## src/common/plc_pkg.sv

```systemverilog
package plc_pkg;

  ////////////////////////////////////////////////////////////////////////////
  // register addresses and reset values
  localparam logic [15:0] ADDR_CTRL_ONE   = 16'h001b;
  localparam logic [15:0] ADDR_CTRL_TWO   = 16'h001c;
  localparam logic [15:0] ADDR_CTRL_THREE = 16'h001d;
  localparam logic [15:0] ADDR_USER_STR   = 16'hbc00;

  localparam logic [15:0] RST_CTRL_ONE    = 16'h0001;
  localparam logic [15:0] RST_CTRL_TWO    = 16'h210a;
  localparam logic [15:0] RST_CTRL_THREE  = 16'h1855;
  localparam logic [15:0] RST_USER_STR    = 16'h0000;

  // writable bits; the rest read as zero
  localparam logic [15:0] WMASK_CTRL_ONE   = 16'hfcff;
  localparam logic [15:0] WMASK_CTRL_TWO   = 16'hffff;
  localparam logic [15:0] WMASK_CTRL_THREE = 16'h3fff;
  localparam logic [15:0] WMASK_USER_STR   = 16'h003f;

  ////////////////////////////////////////////////////////////////////////////
  // field positions
  localparam int EXT_SET_BIT   = 10;
  localparam int HOLD_LSB      = 4;
  localparam int HOLD_W        = 4;
  localparam int SEL_LSB       = 2;
  localparam int SEL_W         = 2;
  localparam int OUT_DIS_BIT   = 1;
  localparam int STR_EN_BIT    = 0;
  localparam int FUNC_LOW_LSB  = 0;
  localparam int FUNC_LOW_W    = 4;
  localparam int PAT_LSB       = 0;
  localparam int PAT_W         = 8;
  localparam int TICK_LSB      = 8;
  localparam int TICK_W        = 6;
  localparam int USER_STR_W    = 6;

  localparam logic [1:0] SEL_32MS  = 2'h0;
  localparam logic [1:0] SEL_64MS  = 2'h1;
  localparam logic [1:0] SEL_102MS = 2'h2;
  localparam logic [1:0] SEL_USER  = 2'h3;

  ////////////////////////////////////////////////////////////////////////////
  // timing
  localparam int unsigned CLK_HZ          = 100_000_000;
  localparam int unsigned CYC_PER_MS      = CLK_HZ / 1000;
  localparam int unsigned STR_A_MS        = 32;
  localparam int unsigned STR_B_MS        = 64;
  localparam int unsigned STR_C_MS        = 102;
  localparam int unsigned BLINK_HALF_MS   = 500;
  localparam int unsigned DEFAULT_TICKS   = 24;
  localparam int unsigned USER_UNIT_MS    = 1;
  // one tick unit so the default pattern gives half-second bits
  localparam int unsigned TICK_UNIT_CYC_D = BLINK_HALF_MS * CYC_PER_MS / DEFAULT_TICKS;

  ////////////////////////////////////////////////////////////////////////////
  // types
  typedef struct packed {
    logic link_up;
    logic link_100;
    logic full_duplex;
    logic tx_active;
    logic rx_active;
    logic collision;
  } plc_status_s;

  typedef enum logic [1:0] {
    PAT_SHIFT = 2'b01,
    PAT_HOLD  = 2'b10
  } plc_pat_e;

endpackage

```

## src/rtl/plc_stretch.sv

```systemverilog
`timescale 1ns/1ps
module plc_stretch (
  input  wire logic        clock,
  input  wire logic        rst_n,
  input  wire logic        enable,
  input  wire logic        event_in,
  input  wire logic [31:0] duration,
  output logic             stretched_q
);

  logic [31:0] cnt_q;

  // count restarts on every active cycle, so a busy line stays lit
  always_ff @(posedge clock) begin
    if (!rst_n) begin
      cnt_q <= '0;
    end else if (event_in) begin
      cnt_q <= duration;
    end else if (cnt_q != '0) begin
      cnt_q <= cnt_q - 32'h1;
    end
  end

  always_ff @(posedge clock) begin
    if (!rst_n) begin
      stretched_q <= 1'b0;
    end else begin
      stretched_q <= event_in | (enable & (cnt_q != '0));
    end
  end

  property p_stretch_holds;
    @(posedge clock) disable iff (!rst_n)
      enable && event_in ##1 !event_in && enable && cnt_q > 32'h1 |=> stretched_q;
  endproperty
  a_stretch_holds: assert property (p_stretch_holds) else $error("stretch dropped early");

  property p_no_stretch;
    @(posedge clock) disable iff (!rst_n)
      !enable ##1 !enable |-> stretched_q == $past(event_in);
  endproperty
  a_no_stretch: assert property (p_no_stretch) else $error("stretch while disabled");

endmodule // plc_stretch

```

## src/rtl/plc_led.sv

```systemverilog
`timescale 1ns/1ps
// Contract
// - bit 10 of control one enables the extended function set
// - function code is extended bit over four low bits; default on-link blink-activity
// - after the pattern, last bit held for bit time times hold multiplier
// - default pattern blinks half a second on, half a second off
// - stretch select 0,1,2 give 32, 64, 102 ms; 3 uses user time
// - select 3 takes stretch time from six-bit user register at 0xbc00
// - bit 1 high disables indicator outputs; reset leaves them enabled
// - bit 0 stretches transmit, receive, collision indications; resets to one
module plc_led #(
  parameter int unsigned TICK_UNIT_CYC = plc_pkg::TICK_UNIT_CYC_D,
  parameter int unsigned STR_A_CYC     = plc_pkg::STR_A_MS * plc_pkg::CYC_PER_MS,
  parameter int unsigned STR_B_CYC     = plc_pkg::STR_B_MS * plc_pkg::CYC_PER_MS,
  parameter int unsigned STR_C_CYC     = plc_pkg::STR_C_MS * plc_pkg::CYC_PER_MS,
  parameter int unsigned USER_UNIT_CYC = plc_pkg::USER_UNIT_MS * plc_pkg::CYC_PER_MS
) (
  input  wire logic                 clock,
  input  wire logic                 rst_n,
  input  wire logic                 reg_wr,
  input  wire logic [15:0]          reg_addr,
  input  wire logic [15:0]          reg_wdata,
  input  wire plc_pkg::plc_status_s status,
  output logic      [15:0]          reg_rdata_q,
  output logic                      indicator_pin_q
);

  ////////////////////////////////////////////////////////////////////////////
  // elaboration checks: products below must fit 32 bits
  if (TICK_UNIT_CYC == 0 || TICK_UNIT_CYC > 32'h03ff_ffff) begin : g_chk_tick
    $error("TICK_UNIT_CYC out of range");
  end
  if (STR_A_CYC == 0 || STR_B_CYC == 0 || STR_C_CYC == 0) begin : g_chk_str
    $error("stretch counts must be nonzero");
  end
  if (USER_UNIT_CYC == 0 || USER_UNIT_CYC > 32'h03ff_ffff) begin : g_chk_user
    $error("USER_UNIT_CYC out of range");
  end

  ////////////////////////////////////////////////////////////////////////////
  // registers
  logic [15:0] led_control_one_q;
  logic [15:0] led_control_two_q;
  logic [15:0] led_control_three_q;
  logic [15:0] user_stretch_q;

  always_ff @(posedge clock) begin
    if (!rst_n) begin
      led_control_one_q   <= plc_pkg::RST_CTRL_ONE;
      led_control_two_q   <= plc_pkg::RST_CTRL_TWO;
      led_control_three_q <= plc_pkg::RST_CTRL_THREE;
      user_stretch_q      <= plc_pkg::RST_USER_STR;
    end else if (reg_wr) begin
      case (reg_addr)
        plc_pkg::ADDR_CTRL_ONE:   led_control_one_q   <= reg_wdata & plc_pkg::WMASK_CTRL_ONE;
        plc_pkg::ADDR_CTRL_TWO:   led_control_two_q   <= reg_wdata & plc_pkg::WMASK_CTRL_TWO;
        plc_pkg::ADDR_CTRL_THREE: led_control_three_q <= reg_wdata & plc_pkg::WMASK_CTRL_THREE;
        plc_pkg::ADDR_USER_STR:   user_stretch_q      <= reg_wdata & plc_pkg::WMASK_USER_STR;
        default: ;
      endcase
    end
  end

  // unmapped addresses read zero
  always_ff @(posedge clock) begin
    if (!rst_n) begin
      reg_rdata_q <= '0;
    end else begin
      case (reg_addr)
        plc_pkg::ADDR_CTRL_ONE:   reg_rdata_q <= led_control_one_q;
        plc_pkg::ADDR_CTRL_TWO:   reg_rdata_q <= led_control_two_q;
        plc_pkg::ADDR_CTRL_THREE: reg_rdata_q <= led_control_three_q;
        plc_pkg::ADDR_USER_STR:   reg_rdata_q <= user_stretch_q;
        default:                  reg_rdata_q <= '0;
      endcase
    end
  end

  ////////////////////////////////////////////////////////////////////////////
  // field views
  logic                            led_extended_set_enable;
  logic [plc_pkg::HOLD_W-1:0]      pattern_hold_multiplier;
  logic [plc_pkg::SEL_W-1:0]       stretch_time_select;
  logic                            indicator_output_disable;
  logic                            event_stretch_enable;
  logic [plc_pkg::FUNC_LOW_W-1:0]  indicator_function_low_bits;
  logic [plc_pkg::PAT_W-1:0]       blink_pattern_bits;
  logic [plc_pkg::TICK_W-1:0]      pattern_bit_time;
  logic [plc_pkg::USER_STR_W-1:0]  user_stretch_time;
  logic [4:0]                      func_code;

  assign led_extended_set_enable     = led_control_one_q[plc_pkg::EXT_SET_BIT];
  assign pattern_hold_multiplier     = led_control_one_q[plc_pkg::HOLD_LSB +: plc_pkg::HOLD_W];
  assign stretch_time_select         = led_control_one_q[plc_pkg::SEL_LSB +: plc_pkg::SEL_W];
  assign indicator_output_disable    = led_control_one_q[plc_pkg::OUT_DIS_BIT];
  assign event_stretch_enable        = led_control_one_q[plc_pkg::STR_EN_BIT];
  assign indicator_function_low_bits =
    led_control_two_q[plc_pkg::FUNC_LOW_LSB +: plc_pkg::FUNC_LOW_W];
  assign blink_pattern_bits          = led_control_three_q[plc_pkg::PAT_LSB +: plc_pkg::PAT_W];
  assign pattern_bit_time            = led_control_three_q[plc_pkg::TICK_LSB +: plc_pkg::TICK_W];
  assign user_stretch_time           = user_stretch_q[plc_pkg::USER_STR_W-1:0];
  assign func_code = {led_extended_set_enable, indicator_function_low_bits};

  ////////////////////////////////////////////////////////////////////////////
  // event stretching
  logic [31:0] stretch_cyc;
  logic [2:0]  raw_evt;
  logic [2:0]  str_evt;

  always_comb begin
    case (stretch_time_select)
      plc_pkg::SEL_32MS:  stretch_cyc = STR_A_CYC;
      plc_pkg::SEL_64MS:  stretch_cyc = STR_B_CYC;
      plc_pkg::SEL_102MS: stretch_cyc = STR_C_CYC;
      default:            stretch_cyc = 32'(user_stretch_time) * USER_UNIT_CYC;
    endcase
  end

  assign raw_evt = {status.tx_active, status.rx_active, status.collision};

  // stretchers run regardless of the output disable, so re-enable resumes
  for (genvar i = 0; i < 3; i++) begin : g_str
    plc_stretch u_str (
      .clock       (clock),
      .rst_n       (rst_n),
      .enable      (event_stretch_enable),
      .event_in    (raw_evt[i]),
      .duration    (stretch_cyc),
      .stretched_q (str_evt[i])
    );
  end

  ////////////////////////////////////////////////////////////////////////////
  // blink pattern engine
  plc_pkg::plc_pat_e pat_state_q;
  logic [31:0]       tick_cnt_q;
  logic [31:0]       tick_len;
  logic [2:0]        bit_idx_q;
  logic [plc_pkg::HOLD_W-1:0] hold_cnt_q;
  logic              tick_end;
  logic              blink_bit;

  // a zero bit time would stall the engine, so it counts as one unit
  assign tick_len  = (pattern_bit_time == '0) ? TICK_UNIT_CYC
                   : 32'(pattern_bit_time) * TICK_UNIT_CYC;
  assign tick_end  = (tick_cnt_q >= tick_len - 32'h1);
  assign blink_bit = blink_pattern_bits[bit_idx_q];

  always_ff @(posedge clock) begin
    if (!rst_n) begin
      tick_cnt_q <= '0;
    end else if (tick_end) begin
      tick_cnt_q <= '0;
    end else begin
      tick_cnt_q <= tick_cnt_q + 32'h1;
    end
  end

  always_ff @(posedge clock) begin
    if (!rst_n) begin
      pat_state_q <= plc_pkg::PAT_SHIFT;
      bit_idx_q   <= '0;
      hold_cnt_q  <= '0;
    end else if (tick_end) begin
      case (pat_state_q)
        plc_pkg::PAT_SHIFT: begin
          if (bit_idx_q == 3'(plc_pkg::PAT_W - 1)) begin
            if (pattern_hold_multiplier != '0) begin
              pat_state_q <= plc_pkg::PAT_HOLD;
              hold_cnt_q  <= '0;
            end else begin
              bit_idx_q <= '0;
            end
          end else begin
            bit_idx_q <= bit_idx_q + 3'h1;
          end
        end
        plc_pkg::PAT_HOLD: begin
          // bit index stays on the last bit while holding
          if (hold_cnt_q + 4'h1 >= pattern_hold_multiplier) begin
            pat_state_q <= plc_pkg::PAT_SHIFT;
            bit_idx_q   <= '0;
          end else begin
            hold_cnt_q <= hold_cnt_q + 4'h1;
          end
        end
        default: begin
          pat_state_q <= plc_pkg::PAT_SHIFT;
          bit_idx_q   <= '0;
        end
      endcase
    end
  end

  ////////////////////////////////////////////////////////////////////////////
  // function decode
  logic act;
  logic led_on;

  assign act = str_evt[2] | str_evt[1];

  always_comb begin
    case (func_code)
      5'h1f:   led_on = status.link_up & (status.link_100 ? blink_bit : 1'b1);
      5'h1d:   led_on = status.link_up & (status.link_100 ? 1'b1 : blink_bit);
      5'h1c:   led_on = status.link_up & status.link_100;
      5'h1b:   led_on = status.link_up & !status.link_100 & blink_bit;
      5'h1a:   led_on = str_evt[2] & blink_bit;
      5'h19:   led_on = act & blink_bit;
      5'h13:   led_on = status.link_up & status.link_100 & (act ? blink_bit : 1'b1);
      5'h12:   led_on = status.link_up & !status.link_100 & (act ? blink_bit : 1'b1);
      5'h10:   led_on = status.link_up;
      5'h0f:   led_on = 1'b0;
      5'h0e:   led_on = 1'b1;
      5'h0d:   led_on = blink_bit;
      5'h0c:   led_on = status.link_up & status.full_duplex & (str_evt[0] ? blink_bit : 1'b1);
      5'h0b:   led_on = status.link_up & (str_evt[1] ? blink_bit : 1'b1);
      5'h0a:   led_on = status.link_up & (act ? blink_bit : 1'b1);
      5'h09:   led_on = str_evt[0];
      5'h08:   led_on = status.link_up & status.full_duplex;
      5'h07:   led_on = act;
      5'h06:   led_on = str_evt[1];
      5'h05:   led_on = str_evt[2];
      5'h04:   led_on = status.link_up;
      5'h03:   led_on = status.link_up & status.link_100 & blink_bit;
      default: led_on = 1'b0;
    endcase
  end

  // pin is driven low while outputs are disabled
  always_ff @(posedge clock) begin
    if (!rst_n) begin
      indicator_pin_q <= 1'b0;
    end else begin
      indicator_pin_q <= led_on & !indicator_output_disable;
    end
  end

  ////////////////////////////////////////////////////////////////////////////
  // checks
  property p_ext_write;
    @(posedge clock) disable iff (!rst_n)
      reg_wr && reg_addr == plc_pkg::ADDR_CTRL_ONE
      |=> led_extended_set_enable == $past(reg_wdata[plc_pkg::EXT_SET_BIT]);
  endproperty
  a_ext_write: assert property (p_ext_write) else $error("extended bit not stored");

  property p_code_off;
    @(posedge clock) disable iff (!rst_n)
      func_code == 5'h0f ##1 func_code == 5'h0f |=> !indicator_pin_q;
  endproperty
  a_code_off: assert property (p_code_off) else $error("off code lit pin");

  property p_hold_last;
    @(posedge clock) disable iff (!rst_n)
      pat_state_q == plc_pkg::PAT_HOLD |-> bit_idx_q == 3'(plc_pkg::PAT_W - 1);
  endproperty
  a_hold_last: assert property (p_hold_last) else $error("hold not on last bit");

  property p_hold_entry;
    @(posedge clock) disable iff (!rst_n)
      $rose(pat_state_q == plc_pkg::PAT_HOLD) |-> $past(pattern_hold_multiplier) != '0;
  endproperty
  a_hold_entry: assert property (p_hold_entry) else $error("hold with zero multiplier");

  property p_sel_fixed;
    @(posedge clock) disable iff (!rst_n)
      stretch_time_select == plc_pkg::SEL_64MS |-> stretch_cyc == STR_B_CYC;
  endproperty
  a_sel_fixed: assert property (p_sel_fixed) else $error("wrong 64 ms count");

  property p_sel_user;
    @(posedge clock) disable iff (!rst_n)
      stretch_time_select == plc_pkg::SEL_USER
      |-> stretch_cyc == 32'(user_stretch_time) * USER_UNIT_CYC;
  endproperty
  a_sel_user: assert property (p_sel_user) else $error("user stretch count wrong");

  property p_disabled_low;
    @(posedge clock) disable iff (!rst_n)
      indicator_output_disable |=> !indicator_pin_q;
  endproperty
  a_disabled_low: assert property (p_disabled_low) else $error("pin lit while disabled");

  property p_timer_runs;
    @(posedge clock) disable iff (!rst_n)
      indicator_output_disable && !tick_end |=> tick_cnt_q == $past(tick_cnt_q) + 32'h1;
  endproperty
  a_timer_runs: assert property (p_timer_runs) else $error("timer stopped when disabled");

endmodule // plc_led

```

## config.mk

```make
export PLATFORM = sky130hd
export DESIGN_NAME = plc_led
export DESIGN_NICKNAME = d
export VERILOG_FILES = /design/src/common/plc_pkg.sv /design/src/rtl/plc_stretch.sv /design/src/rtl/plc_led.sv
export SDC_FILE = /design/constraint.sdc
export NUM_CORES = 1
export LEC_CHECK = 0
export BUFFER_PORTS_ARGS = -buffer_cell sky130_fd_sc_hd__buf_2
export CAP_MARGIN = 20
export CORE_UTILIZATION = 50
export CTS_BUF_LIST = sky130_fd_sc_hd__clkbuf_4 sky130_fd_sc_hd__clkbuf_8
export DETAILED_ROUTE_END_ITERATION = 16
export PLACE_DENSITY_LB_ADDON = 0.15
export SLEW_MARGIN = 40
export SYNTH_ARGS = -nofsm -noshare
export SYNTH_HDL_FRONTEND = slang
export SYNTH_SLANG_ARGS = --single-unit
```

## constraint.sdc

```tcl
create_clock -name clock -period 6.7 [get_ports clock]
set_input_delay 0.67 -clock clock [delete_from_list [all_inputs] [get_ports clock]]
set_output_delay 0.67 -clock clock [all_outputs]
set_load 0.01 [all_outputs]
```

# After elaboration in Yosys (flattened, before gate mapping)
# Index checks and enable logic that the tools add are counted.
# W data, S select, Z words.
dict set report word_totals {
  latch_bits 0
  rom_bits 0
  out_inout_bits 17
  in_bits 41
  word_cells 136
  mem_bits_rw 0
  register_bits 207
  memories 0
}
dict set report classes {
  n_reduce_logical 21
  shifts 0
  div 0
  n_bitwise 23
  muxes 29
  add_sub_neg 7
  n_lt_le_gt_ge 3
  eq_ne 35
  multipliers 2
}
# op n
set ops {}
lappend ops {{$mux W32} 6}
lappend ops {{$reduce_bool A32 Y1} 3}
lappend ops {{$sub A32 B1 Y32 const B} 3}
lappend ops {{$pmux W24 S3} 1}
lappend ops {{$pmux W16 S4} 1}
lappend ops {{$eq A16 B5 Y1 const B} 3}
lappend ops {{$eq A5 B5 Y1 const B} 9}
lappend ops {{$eq A5 B4 Y1 const B} 7}
lappend ops {{$add A32 B1 Y32 const B} 1}
lappend ops {{$ge A32 B32 Y1} 1}
lappend ops {{$sub A27 B1 Y28 const B} 1}
lappend ops {{$mul A6 B21 Y27 const B} 1}
lappend ops {{$mux W27} 1}
lappend ops {{$eq A5 B3 Y1 const B} 4}
lappend ops {{$pmux W1 S20} 1}
lappend ops {{$and A1 B1 Y1} 18}
lappend ops {{$mul A6 B12 Y18 const B} 1}
lappend ops {{$eq A16 B16 Y1 const B} 1}
lappend ops {{$mux W4} 3}
lappend ops {{$mux W3} 3}
lappend ops {{$ne A2 B2 Y1 const B} 4}
lappend ops {{$pmux W4 S2} 1}
lappend ops {{$reduce_and A2 Y1} 4}
lappend ops {{$reduce_bool A2 Y1} 4}
lappend ops {{24 further kinds} 38}

# Depth between registers and ports, before layout
# Gate-level depths: netlist of run 1.
dict set report logic_depth {
  word_depth 6
  depth_mapped 27
  ltp_nobuf 24
}

# By module
# From an unflattened synthesis of run 1, not the netlist that was laid out.
dict set report hier_totals {
  hier_cells 1823
  area_unflattened_um2 14727.9
}
# module n_inst cells_each seq_area_each_um2 area_each_um2
set modules_own_cells {}
lappend modules_own_cells {plc_led 1 1142 2162.1 9103.7}
lappend modules_own_cells {{plc_stretch at g_str[0].u_str ...} 2 231 660.6 1879.3}
lappend modules_own_cells {{plc_stretch at g_str[2].u_str} 1 219 660.6 1865.5}

# Worst setup path after synthesis of run 1
# OpenSTA, ideal clock, no wires.
dict set report synth_timing {
  kind {reg-to-reg}
  from {register led_control_three_q[11]}
  to {register pat_state_q[0]}
  setup_ns 0.121
  stages_incl_launch_ff 22
  synth_period_minus_slack_ns 6.233
  slack_ns 0.467
  required_time_ns 6.579
  path_buffers 0
  t_arrival_ns 6.113
  cell_sequence {dfxtp_1 -> fa_1 -> inv_1 -> fa_1 -> fa_1 -> inv_1 -> ha_1 -> or4_1 -> or3_1 -> a211o_1 -> o211a_1 -> o31ai_1 -> nand4_1 -> ha_1 -> nand3_1 -> nor4_1 -> nand4_1 -> nor2_1 -> a211oi_1 -> and3_1 -> nor2_1 -> mux2_2}
}
dict set report synth_between {
  elab_chain_len 5
  word_cells_on_any_way 6
  classes_between {add/sub (1); mul (1); order compare (1); mux (1); reduce/logical (2)}
}
# item line
set synth_rtl {}
lappend synth_rtl {{start: declaration} plc_led.sv:44} ;# logic [15:0] led_control_three_q;
lappend synth_rtl {{start signal: assignment} plc_led.sv:51} ;# led_control_three_q <= plc_pkg::RST_CTRL_THREE;
lappend synth_rtl {{start signal: assignment} plc_led.sv:57} ;# plc_pkg::ADDR_CTRL_THREE: led_control_three_q <= reg_wdata & plc_pkg::WMASK_CTRL_THREE;
lappend synth_rtl {{$mul A6 B21 Y27 / $logic_not A6 Y1 (equally long branches)} {plc_led.sv:145, plc_led.sv:144}}
lappend synth_rtl {{$mux W27 (*)} plc_led.sv:144} ;# assign tick_len = (pattern_bit_time == '0) ? TICK_UNIT_CYC
lappend synth_rtl {{$sub A27 B1 Y28 (*)} plc_led.sv:146} ;# assign tick_end = (tick_cnt_q >= tick_len - 32'h1);
lappend synth_rtl {{$ge A32 B32 Y1 (*)} plc_led.sv:146}
lappend synth_rtl {{$reduce_and A4 Y1 (no line) (*)} n/a}
lappend synth_rtl {{end signal: assignment} plc_led.sv:161} ;# pat_state_q <= plc_pkg::PAT_SHIFT;
lappend synth_rtl {{end signal: assignment} plc_led.sv:169} ;# pat_state_q <= plc_pkg::PAT_HOLD;
lappend synth_rtl {{end signal: assignment} plc_led.sv:181} ;# pat_state_q <= plc_pkg::PAT_SHIFT;
lappend synth_rtl {{end: declaration} plc_led.sv:135} ;# plc_pkg::plc_pat_e pat_state_q;
# Mark *: on every way between the ends. The rest lies on a longest branch, timed or not.
# A chain may end at the register's enable or synchronous reset.

# Final worst setup path of run 1
dict set report layout_timing {
  from {register led_control_three_q[11]}
  to {register tick_cnt_q[5]}
}
dict set report layout_between {
  elab_chain_len 5
  word_cells_on_any_way 6
  classes_between {add/sub (1); mul (1); order compare (1); mux (1); reduce/logical (2)}
}
# item line
set layout_rtl {}
lappend layout_rtl {{$mul A6 B21 Y27 / $logic_not A6 Y1 (equally long branches)} {plc_led.sv:145, plc_led.sv:144}}
lappend layout_rtl {{$mux W27 (*)} plc_led.sv:144}
lappend layout_rtl {{$sub A27 B1 Y28 (*)} plc_led.sv:146}
lappend layout_rtl {{$ge A32 B32 Y1 (*)} plc_led.sv:146}
lappend layout_rtl {{$reduce_or A2 Y1 (no line) (*)} n/a}
lappend layout_rtl {{end signal: assignment} plc_led.sv:155} ;# tick_cnt_q <= tick_cnt_q + 32'h1;
lappend layout_rtl {{end: declaration} plc_led.sv:136} ;# logic [31:0] tick_cnt_q;
# Marked as above.

==> impl_metrics.toml, run 1 <==
[critical_path]
cp_cell_sequence = "fa_1 -> inv_1 -> fa_1 -> fa_1 -> inv_1 -> ha_1 -> or4_1 -> or3_1 -> a211o_1 -> o211a_1 -> o31ai_2 -> nand4_1 -> xnor2_1 -> ha_1 -> a21o_1 -> a21o_1 -> a21o_1 -> a21o_1 -> a211oi_2 -> and3_4 -> nand2_1 -> buf_6 -> nor2_1"
crit_path_start = "led_control_three_q[11]$_SDFFE_PN1P_"
r2r_start = "led_control_three_q[11]$_SDFFE_PN1P_"
endpoint_kind = "flip-flop"
crit_top_cell = "a21o_1"
r2r_cells = 23
cp-start-kind = "flip-flop"
cp.required_ns = 7.16
cp.arrival_ns = 6.84
cp_slowest_stage_delay_ns = 0.55
crit_type = "flip-flop to flip-flop"
crit_slowest_cell = "fa_1"
path_max_fanout = 30

[sta]
hold_viol_final = 0
worst_slew_pin_slew_ns = 0.803
max_slew_margin_pct = 46.3
fin_worst_skew_ns = 0.0385
setup_violations = 0
layout_min_cycle_time_ns = 6.38
fin_setup_tns_ns = 0
fmax_mhz = 157
whs_ns = 0.367
slew_violations = 0
worst_slack_ns = 0.323
fin_crit_sh_pct = 95.2

[floorplanning]
rows = 60
core-area_mm2 = 0.0272
start_util_pct = 51.4
top_level_ports = 58
die_h_um = 169
die_w_um = 169
dieArea_mm2 = 0.0286

[yosys]
netlist_instances = 1727
synth_seq_cells = 207
synth-edff-count = 0
synth.distinct_cells = 80
ys.warnings.count = 0
netlist_area_mm2 = 0.0140
synth_ff_type = "dfxtp_1"
ys_seq_area_share_pct = 29.6
syn-num-nets = 1915
avgSynthCellArea_um2 = 8.09
synth_async_sr_flop_share_pct = 0

[power]
power.leakage_nw = 6.72
power_density_mw_per_mm2 = 185
peakVddDrop_mv = 0.161
finalPower_mw = 2.87

[route]
via_per_inst = 5.76
first_pass_iters = 5
vias = 12507
postRouteAntennaNets = 0
dr.first_iter.drc_count = 929
remaining_drc_errors = 0
drt_wl_total_um = 34600
wl_per_cell_um = 16.0

[cts]
ctsHtreeMaxLevel = 2
clk_pin_slew_ns = 0.06
postCtsHoldBufs = 0
clock_path_buffers = 3
root_buffer = "clkbuf_8"
worstSkewPairLatency_ns = 0.56
clock-sinks = 207
numCtsBuffers = 38
cts_tree = "built"

[placement]
gp_congestion = 0.852
port_buffers = 57
post-place-ws_ns = 0.0560
post-dp-hpwl_um = 24500

[outcome]
status = "completed"

[grt]
globalRouteOverflowTotal = 0
grt_first_pass_wirelength_um = 56900
grt_pass1_vias = 11585
grt_max_degree = 51
antenna_found_initial = 0
track_usage_pct = 24.1

[final_layout]
drive_gt1_share_pct = 10.9
diodes = 0
fin_util_pct = 57.1
final_nets = 1965
fillers = 2519
synthToLayoutAreaGrowth_pct = 11.1

[min_path]
holdPathStages = 3
hp-class = "input port to flip-flop"
hp-start = "reg_wdata[14]"

[flow_run]
maxCapViolCount = 0
metal layers:
| metal | up-vias | share of wire, % | wire length (µm) | track usage (%) |
|---|---|---|---|---|
| li1 | 6223 | - | - | - |
| met1 | 5931 | 47 | 16300 | 32.8 |
| met2 | 289 | 46 | 16100 | 39.7 |
| met3 | 64 | 4.4 | 1530 | 3.10 |
| met4 | 0 | 2.2 | 779 | 7.21 |
| met5 | - | 0 | 0 | 0 |
per-stage QoR:
stage	std cells	instance area, µm²
final	2172	15500
after detailed placement	2108	14700
after global routing	2172	15500
after global placement	2108	14600
after floorplan	1727	14000
after CTS	2171	15400
state kept, by name (all words and copies together), names as in the netlist:
name,count
reg_rdata_q,16
led_control_three_q,14
led_control_two_q,16
g_str.u_str.stretched_q,3
pat_state_q,2
hold_cnt_q,4
indicator_pin_q,1
tick_cnt_q,32
g_str.u_str.cnt_q,96
user_stretch_q,6
bit_idx_q,3
led_control_one_q,14
cell usage in the layout (no fill, tap or decap), drive strengths merged, types with 7 or more instances in the layout:
cell type	Yosys	routed
nor2	211	211
dfxtp	207	207
nand2	189	189
ha	125	125
a21oi	111	111
inv	85	87
buf	13	84
xnor2	79	79
nor3	70	70
xor2	68	68
o21ai	53	53
clkbuf	61	52
nand3	40	40
nor4	33	33
a211oi	33	33
a21o	27	27
or3	27	27
nand4	23	23
fa	22	22
nand2b	20	20
and2	20	20
or4	20	20
a31oi	19	19
mux2i	16	16
and3	14	14
a222oi	12	12
nor2b	10	10
o21a	9	9
clkinv	0	7
final cells by class:
cell class | instances | area, µm² | share of cell area, %
sequential | 207 | 4140 | 26.7
clock inverter | 11 | 90.1 | 0.580
timing repair buffer | 84 | 495 | 3.19
inverter | 85 | 319 | 2.05
clock buffer | 52 | 684 | 4.41
multi-input combinational | 1361 | 9330 | 60.1
tap | 372 | 465 | 3.00
worst paths after layout:
check / to / slack (ns)
hold reg to reg: led_control_one_q[14]$_SDFFE_PN0P_ / 0.46
setup reg to reg: tick_cnt_q[5]$_SDFF_PP0_ / 0.32
hold / removal: led_control_two_q[14]$_SDFFE_PN0P_ / 0.37
setup / recovery: tick_cnt_q[5]$_SDFF_PP0_ / 0.32
worst max-delay path, delay by kind of cell (launching register included):
kind,cells,cell delay [ns]
AOI/OAI and AO/OA,8,1.77
xor gates and xnor gates,1,0.16
adders and majority gates,5,2.11
buffers and inverters,3,0.36
DFF,1,0.32
and+or+nand+nor,6,1.55
timing repair:
action / 4_1_cts / 5_1_grt
setup buffers: 0 / 1
endpoints found under the hold margin: 0 / 0
resized for setup: 0 / 17
setup endpoints to repair: 0 / 41
report_power, final:
part | switching [mW] | total [mW] | internal (mW)
logic | 0.164 | 0.290 | 0.126
clock network | 0.568 | 1.27 | 0.701
registers | 0.0378 | 1.31 | 1.27
synthesized netlist by cell type, types with 10 or more instances:
cell | n | share of area (%)
nor2_1 | 211 | 5.7
dfxtp_1 | 207 | 30
nand2_1 | 189 | 5.1
ha_1 | 125 | 11
a21oi_1 | 111 | 4.0
inv_1 | 85 | 2.3
xnor2_1 | 79 | 4.9
xor2_1 | 68 | 4.3
nor3_1 | 65 | 2.3
clkbuf_1 | 60 | 1.6
o21ai_0 | 53 | 1.9
nand3_1 | 40 | 1.4
a211oi_1 | 31 | 1.7
nor4_1 | 30 | 1.3
a21o_1 | 27 | 1.5
nand4_1 | 23 | 1.0
or3_1 | 23 | 1.0
fa_1 | 22 | 3.2
nand2b_1 | 20 | 0.90
a31oi_1 | 19 | 0.85
and2_1 | 19 | 0.85
mux2i_1 | 16 | 1.1
or4_1 | 15 | 0.81
and3_1 | 14 | 0.63
a222oi_1 | 12 | 0.86
nor2b_1 | 10 | 0.45
cell families after synthesis:
kind of cell | synth area share [%]
fa+ha+maj | 14.3
mux | 1.71
xor+xnor | 9.21
flops | 29.6
simple gates | 25.2
buf+inv | 4.36
compound gates | 15.5
Note: power is estimated with default switching activity, not from simulation.
==> run 2, diff against run 1 <==
--- a/config.mk
+++ b/config.mk
@@ -10,7 +10,7 @@
 export CORE_UTILIZATION = 50
 export CTS_BUF_LIST = sky130_fd_sc_hd__clkbuf_4 sky130_fd_sc_hd__clkbuf_8
 export DETAILED_ROUTE_END_ITERATION = 16
-export PLACE_DENSITY_LB_ADDON = 0.15
+export PLACE_DENSITY_LB_ADDON = 0.05
 export SLEW_MARGIN = 40
 export SYNTH_ARGS = -nofsm -noshare
 export SYNTH_HDL_FRONTEND = slang
==> impl_metrics.toml, run 2 (synthesis results as in run 1) <==
[outcome]
status = "completed"

[sta]
max_slew_margin_pct = 41.2
fmax_mhz = 157
hold_viol_final = 0
layout_min_cycle_time_ns = 6.39
fin_worst_skew_ns = 0.0268
fin_setup_tns_ns = 0
whs_ns = 0.378
worst_slew_pin_slew_ns = 0.859
fin_crit_sh_pct = 95.3
setup_violations = 0
slew_violations = 0

[route]
remaining_drc_errors = 0
postRouteAntennaNets = 0
drt_wl_total_um = 35200
vias = 12389
wl_per_cell_um = 16.2
first_pass_iters = 6
via_per_inst = 5.69
dr.first_iter.drc_count = 760

[critical_path]
path_max_fanout = 5
cp.arrival_ns = 6.82
endpoint_kind = "flip-flop"
cp_cell_sequence = "fa_1 -> inv_1 -> fa_1 -> fa_1 -> inv_1 -> ha_1 -> or4_1 -> or3_4 -> a211o_1 -> o211a_1 -> o31ai_4 -> nand4_1 -> ha_1 -> nand3_1 -> nor4_2 -> nand4_1 -> nor2_2 -> a211oi_2 -> and3_2 -> nor2_2 -> mux2_2"
crit_slowest_cell = "fa_1"
cp_slowest_stage_delay_ns = 0.55
crit_top_cell = "fa_1"
cp.required_ns = 7.13
critPathTopFamily = "simple AND/OR/NAND/NOR gates"
cp-start-kind = "flip-flop"
crit_type = "flip-flop to flip-flop"
crit_buf_inv = 2

[final_layout]
drive_gt1_share_pct = 11.5
multi_input_area_mm2 = 0.00935
largest_reg_flops = 96
top_register = "g_str.u_str.cnt_q"
synthToLayoutAreaGrowth_pct = 11.7
final_cell_mix = "nor2_1, dfxtp_1, nand2_1"
top_regs = "g_str.u_str.cnt_q: 96 flops, tick_cnt_q: 32 flops"
final_nets = 1967
fillers = 2597
fin_cells = 2176
seq_area_mm2 = 0.00414
layout_commonest_cell = "nor2_1"
diodes = 0

[cts]
clk_pin_slew_ns = 0.06
root_buffer = "clkbuf_8"
numCtsBuffers = 39
ctsHtreeMaxLevel = 2
postCtsHoldBufs = 0
clock-sinks = 207
clock_path_buffers = 3
worstSkewPairLatency_ns = 0.55
cts_tree = "built"

[flow_run]
maxCapViolCount = 0

[power]
peakVddDrop_mv = 0.155
power.leakage_nw = 6.74
power_density_mw_per_mm2 = 187

[placement]
gp_congestion = 0.845
placed_cells = 2109
port_buffers = 57
post-dp-hpwl_um = 25100

[grt]
antenna_found_initial = 1
grt_pass1_vias = 11561
grt_first_pass_wirelength_um = 57200
track_usage_pct = 24.4
globalRouteOverflowTotal = 0
grt_max_degree = 84

[floorplanning]
die_w_um = 169
start_util_pct = 51.4
dieArea_mm2 = 0.0286
top_level_ports = 58
die_h_um = 169
rows = 60
core-area_mm2 = 0.0272

[min_path]
hp-class = "input port to flip-flop"
## run 2: changes by cell type in the layout (fill, tap and decap cells not counted), moves of 2 or more
cell,delta
clkinv_2,-3
nor4_2,+2
nor3_2,+2
nor3_1,-2
a2111oi_1,-2
clkbuf_4,+4
## run 2: timing repair
action,4_1_cts,5_1_grt
gates resized for setup,0,21
buffers inserted,0,1
endpoints found under the setup margin,0,39
## run 2: worst paths after layout
kind                                        start                                 end  slack (ns)  depth (start not counted)
max          led_control_three_q[11]$_SDFFE_PN1P_         pat_state_q[0]$_SDFFE_PN1P_        0.31                         21
min                                 reg_wdata[14]  led_control_one_q[14]$_SDFFE_PN0P_        0.38                          3
max reg2reg  led_control_three_q[11]$_SDFFE_PN1P_         pat_state_q[0]$_SDFFE_PN1P_        0.31                         21
min reg2reg    led_control_one_q[12]$_SDFFE_PN0P_  led_control_one_q[12]$_SDFFE_PN0P_        0.45                          2
## run 2: layout make-up
class | instances | share of cell area, %
multi-input combinational | 1361 | 59.9
sequential | 207 | 26.5
inverter | 85 | 2.04
clock inverter | 9 | 0.665
timing repair buffer | 85 | 3.24
clock buffer | 57 | 4.66
tap | 372 | 2.98
## run 2: stage by stage
step	setup slack, ns	util (%)	total power [mW]	area, µm²
floorplan	0.467	-	1.55	14000
global placement	0.254	53.9	1.62	14700
detailed placement	0.0996	54.0	1.62	14700
CTS	0.0667	57.1	2.95	15500
global route	-0.0494	57.5	3.05	15600
finish	0.313	57.5	2.92	15600
## run 2: layer usage
metal	wire length [µm]	track usage [%]	share of wire, %
met1	16000	32.0	46
met4	835	7.17	2.4
met5	13	0	0.037
met2	16900	41.9	48
met3	1410	3.01	4.0
## run 2: worst register-to-register path: cells and delay by family (launching register included)
family / cells / cell delay, ns
muxes: 1 / 0.34
buffers and inverters: 2 / 0.14
DFF: 1 / 0.32
adders and majority gates: 5 / 2.18
AOI/OAI and AO/OA: 4 / 0.86
and+or+nand+nor: 9 / 2.43
## run 2: power by group
part / switching, mW / internal, mW
registers: 0.0387 / 1.27
logic: 0.165 / 0.124
clock network: 0.546 / 0.773
total: 0.749 / 2.17
